**src/pif_params.svh**
```systemverilog
`ifndef PIF_PARAMS_SVH
`define PIF_PARAMS_SVH
// register offset and bus layout
`define PIF_FLAGS_OFS 8'h0c
`define PIF_AW 8
`define PIF_RESET 8'h00
// bit positions within the flag register
`define PIF_B_PSP 3'd7
`define PIF_B_ADC 3'd6
`define PIF_B_RX 3'd5
`define PIF_B_TX 3'd4
`define PIF_B_SSP 3'd3
`define PIF_B_CCP 3'd2
`define PIF_B_NARROW_TIMER 3'd1
`define PIF_B_WIDE_TIMER 3'd0
// mask of bits that software may write
`define PIF_WR_MASK 8'hcf
`endif

```
**src/pif_pkg.sv**
```systemverilog
package pif_pkg;
   // capture/compare unit operating mode
   typedef enum logic [2:0] {
      PIF_CCP_CAPTURE = 3'b001,
      PIF_CCP_COMPARE = 3'b010,
      PIF_CCP_PWM = 3'b100
   } pif_ccp_mode_t;
   // one-cycle peripheral event pulses
   typedef struct packed {
      logic psp_access;
      logic adc_done;
      logic ssp_done;
      logic ccp_capture;
      logic ccp_match;
      logic narrow_timer_match;
      logic wide_timer_ovf;
   } pif_events_t;
   // bus cycle state
   typedef enum logic [1:0] {
      PIF_BUS_IDLE = 2'b01,
      PIF_BUS_ACK = 2'b10
   } pif_bus_st_t;
endpackage

```
**src/pif_flags.sv**
```systemverilog
`include "pif_params.svh"
`timescale 1ns/10ps
`default_nettype none
module pif_flags (
   // clock and reset
   input wire logic clk_i,
   input wire logic rst_i,
   // wishbone slave
   input wire logic wb_cyc_i,
   input wire logic wb_stb_i,
   input wire logic wb_we_i,
   input wire logic [`PIF_AW-1:0] wb_adr_i,
   input wire logic [7:0] wb_dat_i,
   input wire logic wb_sel_i,
   output logic [7:0] wb_dat_o,
   output logic wb_ack_o,
   output logic wb_err_o,
   // peripheral side
   input wire pif_pkg::pif_events_t events_i,
   input wire pif_pkg::pif_ccp_mode_t ccp_mode_i,
   input wire logic rx_buf_full_i,
   input wire logic tx_buf_empty_i,
   input wire logic psp_present_i,
   // flag vector for the dispatch logic
   output logic [7:0] peripheral_event_flags_a_o
);
   logic [5:0] flags_r, flags_nxt; // bits 7,6,3,2,1,0
   pif_pkg::pif_bus_st_t bus_r, bus_nxt;
   logic ack_r, ack_nxt, err_r, err_nxt;
   logic [7:0] rdat_r, rdat_nxt;
   logic [7:0] view;
   logic req, hit, wr;
   logic ccp_ev;

   // assemble the register view; buffer bits are live status
   always_comb begin
      view = 8'h00;
      view[`PIF_B_PSP] = flags_r[5];
      view[`PIF_B_ADC] = flags_r[4];
      view[`PIF_B_RX] = rx_buf_full_i;
      view[`PIF_B_TX] = tx_buf_empty_i;
      view[`PIF_B_SSP] = flags_r[3];
      view[`PIF_B_CCP] = flags_r[2];
      view[`PIF_B_NARROW_TIMER] = flags_r[1];
      view[`PIF_B_WIDE_TIMER] = flags_r[0];
   end
   assign peripheral_event_flags_a_o = view;

   // decode a new request, answered once per cycle
   assign req = wb_cyc_i && wb_stb_i && (bus_r == pif_pkg::PIF_BUS_IDLE);
   assign hit = (wb_adr_i == `PIF_FLAGS_OFS);
   assign wr = req && hit && wb_we_i && wb_sel_i;

   // capture/compare event steered by unit mode, pwm ignored
   always_comb begin
      case (ccp_mode_i)
         pif_pkg::PIF_CCP_CAPTURE: ccp_ev = events_i.ccp_capture;
         pif_pkg::PIF_CCP_COMPARE: ccp_ev = events_i.ccp_match;
         pif_pkg::PIF_CCP_PWM: ccp_ev = 1'b0;
         default: ccp_ev = 1'b0;
      endcase
   end

   // flag update: write first, event set wins over a clear
   always_comb begin
      flags_nxt = flags_r;
      if (wr) begin
         flags_nxt[5] = wb_dat_i[`PIF_B_PSP];
         flags_nxt[4] = wb_dat_i[`PIF_B_ADC];
         flags_nxt[3] = wb_dat_i[`PIF_B_SSP];
         flags_nxt[2] = wb_dat_i[`PIF_B_CCP];
         flags_nxt[1] = wb_dat_i[`PIF_B_NARROW_TIMER];
         flags_nxt[0] = wb_dat_i[`PIF_B_WIDE_TIMER];
      end
      // no enable gating here at all
      if (events_i.psp_access) flags_nxt[5] = 1'b1;
      if (events_i.adc_done) flags_nxt[4] = 1'b1;
      if (events_i.ssp_done) flags_nxt[3] = 1'b1;
      if (ccp_ev) flags_nxt[2] = 1'b1;
      if (events_i.narrow_timer_match) flags_nxt[1] = 1'b1;
      if (events_i.wide_timer_ovf) flags_nxt[0] = 1'b1;
      // port absent: bit is held clear whatever happens
      if (!psp_present_i) flags_nxt[5] = 1'b0;
   end

   // bus answer: one ack per request, unmapped address gives err
   always_comb begin
      bus_nxt = pif_pkg::PIF_BUS_IDLE;
      ack_nxt = 1'b0;
      err_nxt = 1'b0;
      rdat_nxt = rdat_r;
      case (bus_r)
         pif_pkg::PIF_BUS_IDLE: begin
            if (req) begin
               bus_nxt = pif_pkg::PIF_BUS_ACK;
               ack_nxt = hit;
               err_nxt = !hit;
               rdat_nxt = hit ? view : 8'h00;
            end
         end
         pif_pkg::PIF_BUS_ACK: bus_nxt = pif_pkg::PIF_BUS_IDLE;
         default: bus_nxt = pif_pkg::PIF_BUS_IDLE;
      endcase
   end

   // flag registers, cleared by reset or by a zero write
   always_ff @(posedge clk_i) begin
      if (rst_i) begin
         flags_r <= 6'h00;
      end else begin
         flags_r <= flags_nxt;
      end
   end

   // bus registers, kept apart so the answer path holds no flag state
   always_ff @(posedge clk_i) begin
      if (rst_i) begin
         bus_r <= pif_pkg::PIF_BUS_IDLE;
         ack_r <= 1'b0;
         err_r <= 1'b0;
         rdat_r <= `PIF_RESET;
      end else begin
         bus_r <= bus_nxt;
         ack_r <= ack_nxt;
         err_r <= err_nxt;
         rdat_r <= rdat_nxt;
      end
   end
   assign wb_ack_o = ack_r;
   assign wb_err_o = err_r;
   assign wb_dat_o = rdat_r;

   // checks
   adc_set_a: assert property (@(posedge clk_i) disable iff (rst_i)
      events_i.adc_done |=> flags_r[4])
      else $error("conversion flag not set");
   rx_view_a: assert property (@(posedge clk_i) disable iff (rst_i)
      peripheral_event_flags_a_o[5] == rx_buf_full_i)
      else $error("rx bit wrong");
   tx_view_a: assert property (@(posedge clk_i) disable iff (rst_i)
      peripheral_event_flags_a_o[4] == tx_buf_empty_i)
      else $error("tx bit wrong");
   ssp_hold_a: assert property (@(posedge clk_i) disable iff (rst_i)
      flags_r[3] && !wr |=> flags_r[3])
      else $error("sync serial flag lost");
   cap_set_a: assert property (@(posedge clk_i) disable iff (rst_i)
      ccp_mode_i == pif_pkg::PIF_CCP_CAPTURE && events_i.ccp_capture
      |=> flags_r[2])
      else $error("capture flag not set");
   cmp_set_a: assert property (@(posedge clk_i) disable iff (rst_i)
      ccp_mode_i == pif_pkg::PIF_CCP_COMPARE && events_i.ccp_match
      |=> flags_r[2])
      else $error("compare flag not set");
   pwm_quiet_a: assert property (@(posedge clk_i) disable iff (rst_i)
      ccp_mode_i == pif_pkg::PIF_CCP_PWM && !flags_r[2]
      && !(wr && wb_dat_i[`PIF_B_CCP]) |=> !flags_r[2])
      else $error("flag set in pwm mode");
   narrow_timer_set_a: assert property (@(posedge clk_i) disable iff (rst_i)
      events_i.narrow_timer_match |=> flags_r[1])
      else $error("period flag not set");
   ovf_set_a: assert property (@(posedge clk_i) disable iff (rst_i)
      events_i.wide_timer_ovf && wr |=> flags_r[0])
      else $error("overflow lost to clear");
   psp_off_a: assert property (@(posedge clk_i) disable iff (rst_i)
      !psp_present_i |=> !flags_r[5])
      else $error("port flag set without port");
   reset_a: assert property (@(posedge clk_i)
      rst_i |=> flags_r == 6'h00)
      else $error("flags not cleared by reset");
   ack_once_a: assert property (@(posedge clk_i) disable iff (rst_i)
      wb_ack_o |=> !wb_ack_o)
      else $error("ack held two cycles");

   // software writes of one set a flag
   adc_wset_a: assert property (@(posedge clk_i) disable iff (rst_i)
      wr && wb_dat_i[`PIF_B_ADC] |=> flags_r[4])
      else $error("conversion flag not written");
   ssp_wset_a: assert property (@(posedge clk_i) disable iff (rst_i)
      wr && wb_dat_i[`PIF_B_SSP] |=> flags_r[3])
      else $error("sync serial flag not written");
   ccp_wset_a: assert property (@(posedge clk_i) disable iff (rst_i)
      wr && wb_dat_i[`PIF_B_CCP] |=> flags_r[2])
      else $error("capture flag not written");
   narrow_timer_wset_a: assert property (@(posedge clk_i) disable iff (rst_i)
      wr && wb_dat_i[`PIF_B_NARROW_TIMER] |=> flags_r[1])
      else $error("period flag not written");
   ovf_wset_a: assert property (@(posedge clk_i) disable iff (rst_i)
      wr && wb_dat_i[`PIF_B_WIDE_TIMER] |=> flags_r[0])
      else $error("overflow flag not written");
   psp_wset_a: assert property (@(posedge clk_i) disable iff (rst_i)
      wr && wb_dat_i[`PIF_B_PSP] && psp_present_i |=> flags_r[5])
      else $error("port flag not written");

   // a zero write with no event in that cycle empties the bit
   adc_clr_a: assert property (@(posedge clk_i) disable iff (rst_i)
      wr && !wb_dat_i[`PIF_B_ADC] && !events_i.adc_done
      |=> !flags_r[4])
      else $error("conversion flag not cleared");
   ssp_clr_a: assert property (@(posedge clk_i) disable iff (rst_i)
      wr && !wb_dat_i[`PIF_B_SSP] && !events_i.ssp_done
      |=> !flags_r[3])
      else $error("sync serial flag not cleared");
   ccp_clr_a: assert property (@(posedge clk_i) disable iff (rst_i)
      wr && !wb_dat_i[`PIF_B_CCP] && !ccp_ev
      |=> !flags_r[2])
      else $error("compare flag not cleared");
   narrow_timer_clr_a: assert property (@(posedge clk_i) disable iff (rst_i)
      wr && !wb_dat_i[`PIF_B_NARROW_TIMER] && !events_i.narrow_timer_match
      |=> !flags_r[1])
      else $error("period flag not cleared");
   ovf_clr_a: assert property (@(posedge clk_i) disable iff (rst_i)
      wr && !wb_dat_i[`PIF_B_WIDE_TIMER] && !events_i.wide_timer_ovf
      |=> !flags_r[0])
      else $error("overflow flag not cleared");
   psp_clr_a: assert property (@(posedge clk_i) disable iff (rst_i)
      wr && !wb_dat_i[`PIF_B_PSP] && !events_i.psp_access
      |=> !flags_r[5])
      else $error("port flag not cleared");

   // a set flag is only lost to a software write, or bit 7 to an absent port
   adc_hold_a: assert property (@(posedge clk_i) disable iff (rst_i)
      flags_r[4] && !wr |=> flags_r[4])
      else $error("conversion flag lost");
   cap_hold_a: assert property (@(posedge clk_i) disable iff (rst_i)
      flags_r[2] && !wr |=> flags_r[2])
      else $error("capture flag lost");
   narrow_timer_hold_a: assert property (@(posedge clk_i) disable iff (rst_i)
      flags_r[1] && !wr |=> flags_r[1])
      else $error("period flag lost");
   ovf_hold_a: assert property (@(posedge clk_i) disable iff (rst_i)
      flags_r[0] && !wr |=> flags_r[0])
      else $error("overflow flag lost");
   psp_hold_a: assert property (@(posedge clk_i) disable iff (rst_i)
      flags_r[5] && !wr && psp_present_i |=> flags_r[5])
      else $error("port flag lost");

   // no enable gates a set, the pulse drives the flag, bit 7 only with the port present
   ssp_set_a: assert property (@(posedge clk_i) disable iff (rst_i)
      events_i.ssp_done |=> flags_r[3])
      else $error("sync serial flag not set");
   psp_set_a: assert property (@(posedge clk_i) disable iff (rst_i)
      events_i.psp_access && psp_present_i |=> flags_r[5])
      else $error("port flag not set");

   // an undefined unit mode sets nothing, just as pwm
   odd_mode_a: assert property (@(posedge clk_i) disable iff (rst_i)
      !(ccp_mode_i inside {pif_pkg::PIF_CCP_CAPTURE, pif_pkg::PIF_CCP_COMPARE})
      && !flags_r[2] && !(wr && wb_dat_i[`PIF_B_CCP]) |=> !flags_r[2])
      else $error("flag set in undefined mode");

   // answer one cycle after the taking edge, never both kinds
   ack_time_a: assert property (@(posedge clk_i) disable iff (rst_i)
      req && hit |=> wb_ack_o && !wb_err_o)
      else $error("ack not given");
   err_time_a: assert property (@(posedge clk_i) disable iff (rst_i)
      req && !hit |=> wb_err_o && !wb_ack_o)
      else $error("err not given");
   rd_data_a: assert property (@(posedge clk_i) disable iff (rst_i)
      req && hit && !wb_we_i |=> wb_dat_o == $past(view))
      else $error("read data wrong");
   bus_legal_a: assert property (@(posedge clk_i) disable iff (rst_i)
      bus_r == pif_pkg::PIF_BUS_IDLE || bus_r == pif_pkg::PIF_BUS_ACK)
      else $error("bus state illegal");
   reset_bus_a: assert property (@(posedge clk_i)
      rst_i |=> !wb_ack_o && !wb_err_o && wb_dat_o == `PIF_RESET)
      else $error("bus outputs not cleared by reset");

   // reads, refused writes and unmapped cycles leave flags alone
   rd_keep_a: assert property (@(posedge clk_i) disable iff (rst_i)
      req && !wb_we_i && events_i == '0 && psp_present_i
      |=> $stable(flags_r))
      else $error("read changed flags");
   nosel_a: assert property (@(posedge clk_i) disable iff (rst_i)
      req && wb_we_i && !wb_sel_i && events_i == '0 && psp_present_i
      |=> $stable(flags_r))
      else $error("unselected write changed flags");
   miss_keep_a: assert property (@(posedge clk_i) disable iff (rst_i)
      req && !hit && events_i == '0 && psp_present_i
      |=> $stable(flags_r))
      else $error("unmapped cycle changed flags");

   // main scenarios
   ovf_c: cover property (@(posedge clk_i) events_i.wide_timer_ovf && wr);
   rd_c: cover property (@(posedge clk_i) req && hit && !wb_we_i);
   clr_c: cover property (@(posedge clk_i) wr && flags_r != 6'h00);
   race_c: cover property (@(posedge clk_i) wr && events_i.adc_done);
   bad_c: cover property (@(posedge clk_i) wb_err_o);
endmodule
`default_nettype wire

```
**config.mk**
```make
export PLATFORM = sky130hd
export DESIGN_NAME = pif_flags
export DESIGN_NICKNAME = d
export VERILOG_FILES = /design/src/pif_pkg.sv /design/src/pif_flags.sv
export VERILOG_INCLUDE_DIRS = /design/src
export SDC_FILE = /design/constraint.sdc
export NUM_CORES = 1
export LEC_CHECK = 0
export BUFFER_PORTS_ARGS = -buffer_cell sky130_fd_sc_hd__buf_2
export CORE_UTILIZATION = 25
export DETAILED_ROUTE_END_ITERATION = 10
export SETUP_SLACK_MARGIN = 0.05
export SLEW_MARGIN = 20
export SYNTH_ARGS = -nofsm -noshare
export SYNTH_HDL_FRONTEND = slang
export SYNTH_SLANG_ARGS = --single-unit
```
**constraint.sdc**
```tcl
create_clock -name clk_i -period 1.5 [get_ports clk_i]
set_clock_uncertainty 0.1 [all_clocks]
set_input_delay 0.15 -clock clk_i [delete_from_list [all_inputs] [get_ports clk_i]]
set_output_delay 0.15 -clock clk_i [all_outputs]
set_load 0.05 [all_outputs]
```
==> key figures, run 1 <==
Run status
  • Outcome: finished clean

Finish
  • Nets: 153
  • Post-route core utilization: 0.406
  • # diodes: 0
  • Final Non-Filler Cells: 146
  • Commonest non-fill, non-tap cell in the layout: buf_2
  • Area growth syn-to-layout: 50.0%
  • Final instance area: 1030 µm²
  • Commonest cells after routing, fill and taps aside: buf_2, dfxtp_1, a22o_1, nor2_1, a211oi_1
  • Layout cells sized above 1: 0.569

Clock network
  • Root buffer cell: clkbuf_4
  • Total CTS buffers: 3
  • CTS tree: built
  • Postcts setup bufs: 0
  • Clock Sinks: 18
  • Longest Clk Path Bufs: 2
  • Htree depth: 1
  • Clk_lat worst skew: 0.28 ns
  • Clk slew on worst S/H paths: 0.09 ns

Yosys
  • Synth Instances: 63
  • Avg Cell Area, Syn: 10.9 µm²
  • Post-Syn Area: 688 µm²
  • Mapped Nets: 98
  • Post-synthesis sequential area ratio: 0.524
  • Synth warn: 0
  • Flops & latches, synth: 18
  • Unique cell type count in the Yosys netlist: 20

Place
  • RD Place Congestion: 0.655
  • Post-DP Area: 952 µm²
  • DPL Wire Length: 1290 µm
  • Port buffer count: 50
  • Placed insts: 140

Route
  • 1st-iter DRT viols: 2
  • ANT nets after route: 0
  • Drt wl/cell: 11.7 µm
  • Post-Route WL: 1710 µm
  • Via-per-instance ratio: 4.82
  • Vias: 704
  • TritonRoute pass-1 iters: 2
  • Residual DRC count: 0

STA
  • Maximum clock frequency: 734 MHz
  • Final Slew Violations: 0
  • Hold Vio Cnt, Final: 0
  • RSZ-0062 raised after global routing: true
  • Tightest Pin Transition: 0.363 ns
  • Period utilization: 0.909
  • Slew HR: 0.758
  • Tmin final: 1.36 ns
  • Final setup violation count: 0
  • Setup_tns: 0 ns
  • Final hold slack: 0.0446 ns

Floorplan
  • Core area: 2540 µm²
  • IO Count: 53
  • Area of the die: 2970 µm²
  • Number of cell rows: 18
  • Die height: 54.5 µm
  • Initial Util: 0.270
  • Die X: 54.5 µm

Setup path
  • Worst Path Max Fanout: 4
  • Setup crit end kind: flip-flop
  • Req. time, crit path: 1.58 ns
  • CP Buf/Inv Count: 1
  • Crit path launch: bus_r[1]
  • RR Startpoint: bus_r[1]
  • Worst setup path end: flags_r[2]
  • Critical Path Max Stage Delay: 0.33 ns
  • CP delay by family, top: simple AND/OR/NAND/NOR gates
  • Critical Path Slowest Stage Cell: and4b_2
  • R2r setup slk: 0.14 ns
  • Worst Reg2Reg Path Length in Cells: 5
  • Worst setup path class: reg2reg
  • Cell Chain, Critical Path: and4b_2, nand4_4, buf_4, nor3_2, a211oi_1
  • Critical path depth: 5
  • R2R Path End: flags_r[2]
  • CP arrival: 1.45 ns
  • CP startpoint kind: flip-flop

GRT
  • Pin count of the biggest net entering global routing: 10
  • First-pass GRT wire length: 2280 µm
  • Vias in the first global route: 551
  • Total Routing Usage GR: 0.112
  • Antenna violations before repair: 0
  • Total congestion overflow: 0

Hold path
  • Worst hold path type: in2reg
  • Worst hold start: rst_i

Flow run
  • Max_cap viols: 0

Power and ir drop
  • Leak Pwr: 0.504 nW
  • Max VDD drop: 0.000687 V
  • PwrDens: 860 nW/µm²
[worst register-to-register path: stages (launching register included)]
cell and delay, ns:
dfxtp_1 0.31, and4b_2 0.33, nand4_4 0.12, buf_4 0.19, nor3_2 0.14, a211oi_1 0.06
[flip-flops by register name (all words and copies together) (netlist names)]
signal and cells:
wb_dat_o 8, flags_r 6, bus_r 2, wb_ack_o 1, wb_err_o 1
[repair_timing]
action / CTS / global route
pin swaps: 0 / 0
endpoints found under the hold margin: 3 / 0
setup endpoints to repair: 8 / 7
cloned: 0 / 0
resized for setup: 1 / 6
hold buffers: 3 / 0
[area by class of cell]
class / instances / area [µm²]
inverter: 2 / 7.51
fill: 281 / 1510
timing repair buffer: 55 / 295
sequential: 18 / 360
tap: 30 / 37.5
multi-input combinational: 38 / 309
clock buffer: 3 / 22.5
[logic make-up after synthesis]
group / Yosys count / share of synthesized area
flip-flops: 18 / 0.524
AO/OA/AOI/OAI: 16 / 0.193
buffers and inverters: 7 / 0.0673
AND/OR/NAND/NOR: 22 / 0.216
[through the flow]
step	power (mW)	setup WS [ns]
2_1_floorplan	0.598	0.183
3_3_place_gp	0.655	0.0600
6_report	0.887	0.137
3_5_place_dp	0.660	0.000798
5_1_grt	0.931	0.0362
4_1_cts	0.899	0.0647
[Yosys cell counts]
library cell / count / area share
and3_1: 1 / 0.0091
and4b_1: 1 / 0.015
nor4_4: 1 / 0.031
a2111oi_2: 1 / 0.022
and4bb_2: 1 / 0.018
nor2_1: 7 / 0.038
dfxtp_1: 18 / 0.52
a22o_1: 8 / 0.10
nand4_2: 1 / 0.018
nand3b_1: 2 / 0.022
inv_2: 1 / 0.0054
a21oi_1: 2 / 0.015
buf_6: 1 / 0.016
a211oi_1: 5 / 0.055
buf_4: 3 / 0.033
buf_2: 1 / 0.0073
inv_1: 1 / 0.0054
nor3_1: 6 / 0.044
nand2b_2: 1 / 0.013
and2_0: 1 / 0.0091
[routing by layer]
metal	track usage	up-vias	share of wire
li1	-	340	-
met4	0.0342	0	0.012
met3	0.0472	2	0.061
met2	0.203	31	0.55
met1	0.116	331	0.37
met5	0	-	0
[worst min path at each step]
stage | endpoint | slack, ns | cells past startpoint
detailed placement | wb_dat_o[5] | 0.29 | 2
finish | flags_r[5] | 0.04 | 2
CTS | flags_r[5] | 0.04 | 2
global route | flags_r[5] | 0.05 | 2
global placement | wb_dat_o[5] | 0.28 | 2
floorplan | wb_dat_o[4] | 0.18 | 1
[power by group]
group          internal [mW]  switching (mW)
Sequential             0.492         0.00867
Combinational         0.0609          0.0966
Clock                 0.0933           0.136
(Power assumes the default switching activity.)
==> run 2, diff against run 1 <==
CORE_UTILIZATION = 37   (was 25)
PLACE_DENSITY = 0.75   (was not set)
clock period = 1.48 ns   (was 1.5 ns; I/O delays follow)
==> key figures, run 2 (synthesis gave the netlist of run 1 again) <==
Floorplan
  • Area of the die: 2040 µm²
  • Die height: 45.1 µm
  • Number of cell rows: 15
  • Die X: 45.1 µm
  • Core area: 1730 µm²
  • IO Count: 53
  • Initial Util: 0.399

Finish
  • Post-route core utilization: 0.584
  • Max reg flops: 8
  • Area growth syn-to-layout: 46.5%
  • Final Non-Filler Cells: 139
  • Commonest cells after routing, fill and taps aside: buf_2, dfxtp_1, a22o_1, nor2_1
  • Final instance area: 1010 µm²
  • Commonest non-fill, non-tap cell in the layout: buf_2
  • Nets: 151
  • Layout cells sized above 1: 0.561
  • # diodes: 0

Route
  • Residual DRC count: 0
  • Drt wl/cell: 11.7 µm
  • Wl on met1: 692 µm
  • Post-Route WL: 1630 µm
  • 1st-iter DRT viols: 10
  • TritonRoute pass-1 iters: 4
  • Vias: 691
  • Metal3 WL: 72 µm
  • Metal2 WL: 842 µm
  • ANT nets after route: 0
  • Via-per-instance ratio: 4.97
  • Uppermost layer routed: met4

GRT
  • Total congestion overflow: 0
  • First-pass GRT wire length: 2330 µm
  • Antenna violations before repair: 0
  • Pin count of the biggest net entering global routing: 13
  • Vias in the first global route: 581
  • Total Routing Usage GR: 0.160

Place
  • Placed insts: 133
  • DPL Wire Length: 1240 µm
  • Post-DP Area: 931 µm²
  • Port buffer count: 50
  • RD Place Congestion: 0.773

Setup path
  • Worst setup path class: reg2reg
  • Setup crit end kind: flip-flop
  • Worst Path Max Fanout: 6
  • CP arrival: 1.45 ns
  • CP startpoint kind: flip-flop
  • Req. time, crit path: 1.55 ns

Flow run
  • Max_cap viols: 0

Power and ir drop
  • PwrDens: 888 nW/µm²
  • Leak Pwr: 0.497 nW
  • Combinational Power Share: 0.177
  • Clock power share: 0.257
  • Switching power: 243 µW
  • Sw frac: 0.271
  • Pwr Total: 895 µW
  • Max VDD drop: 0.000462 V
  • Int Pwr: 652 µW
  • Sequential power share: 0.566

STA
  • Tmin final: 1.38 ns
  • Slew HR: 0.745
  • Final hold slack: 0.00473 ns
  • Final Slew Violations: 0
  • Hold Vio Cnt, Final: 0
  • Maximum clock frequency: 725 MHz
  • Final setup violation count: 0
  • Tightest Pin Transition: 0.380 ns
  • Period utilization: 0.932
  • RSZ-0062 raised after global routing: true

Clock network
  • Clk_lat worst skew: 0.28 ns
  • Htree depth: 1
  • CTS tree: built
  • Total CTS buffers: 3
  • Clock Sinks: 18
  • Clk slew on worst S/H paths: 0.09 ns
  • Root buffer cell: clkbuf_4
  • Longest Clk Path Bufs: 2
  • Postcts setup bufs: 0

Hold path
  • Worst hold path type: in2reg

Run status
  • Outcome: finished clean
run 2: cell types whose count changed in the layout (fill, tap and decap cells not counted):
cell and change:
dlygate4sd3_1 -1, nor3_1 +1, nand4_2 +1, nor3_2 -1, buf_4 -2
run 2: worst max-delay path: stages, from the launching register on:
cell	delay, ns
dfxtp_1	0.31
and4b_2	0.37
nand4_2	0.22
nor3_2	0.21
a211oi_1	0.06
run 2: final cells by class:
type                    instances  area (µm²)
clock buffers                   3        22.5
fillers                       176         718
inverters                       2        7.51
multi-input cells              39         317
flip-flops and latches         18         360
well taps                      25        31.3
repair buffers                 52         270
run 2: per-layer routing:
layer  vias up  track usage
met5         -            0
met4         0        0.109
met3         2       0.0120
met2        21        0.267
met1       327        0.195
li1        341            -
run 2: per-stage QoR:
stage | setup WS (ns) | TNS (ns)
after floorplan | 0.163 | 0
after global placement | 0.00284 | 0
after detailed placement | -0.0276 | -0.0407
after CTS | 0.0778 | 0
after global routing | 0.000473 | 0
final | 0.101 | 0
run 2: final timing paths:
path / end / depth (start not counted) / start / slack [ns]
max reg2reg: flags_r[2] / 4 / bus_r[1] / 0.10
min: wb_dat_o[5] / 2 / rx_buf_full_i / 0.005
max: flags_r[2] / 4 / bus_r[1] / 0.10
min reg2reg: wb_dat_o[3] / 1 / wb_dat_o[3] / 0.38
run 2: power groups by stage:
stage | Sequential [mW] | Combinational, mW | Clock, mW
after floorplan | 0.558 | 0.0474 | 0
after global placement | 0.518 | 0.147 | 0
after detailed placement | 0.519 | 0.149 | 0
after CTS | 0.507 | 0.153 | 0.231
after global routing | 0.510 | 0.169 | 0.255
final | 0.507 | 0.158 | 0.230
run 2: repair_timing:
action | CTS | global route
hold buffers | 1 | 1
hold endpoints to repair | 1 | 1
setup endpoints to repair | 13 | 12
gates resized for setup | 2 | 4
pin swaps | 0 | 1
gates cloned | 0 | 1
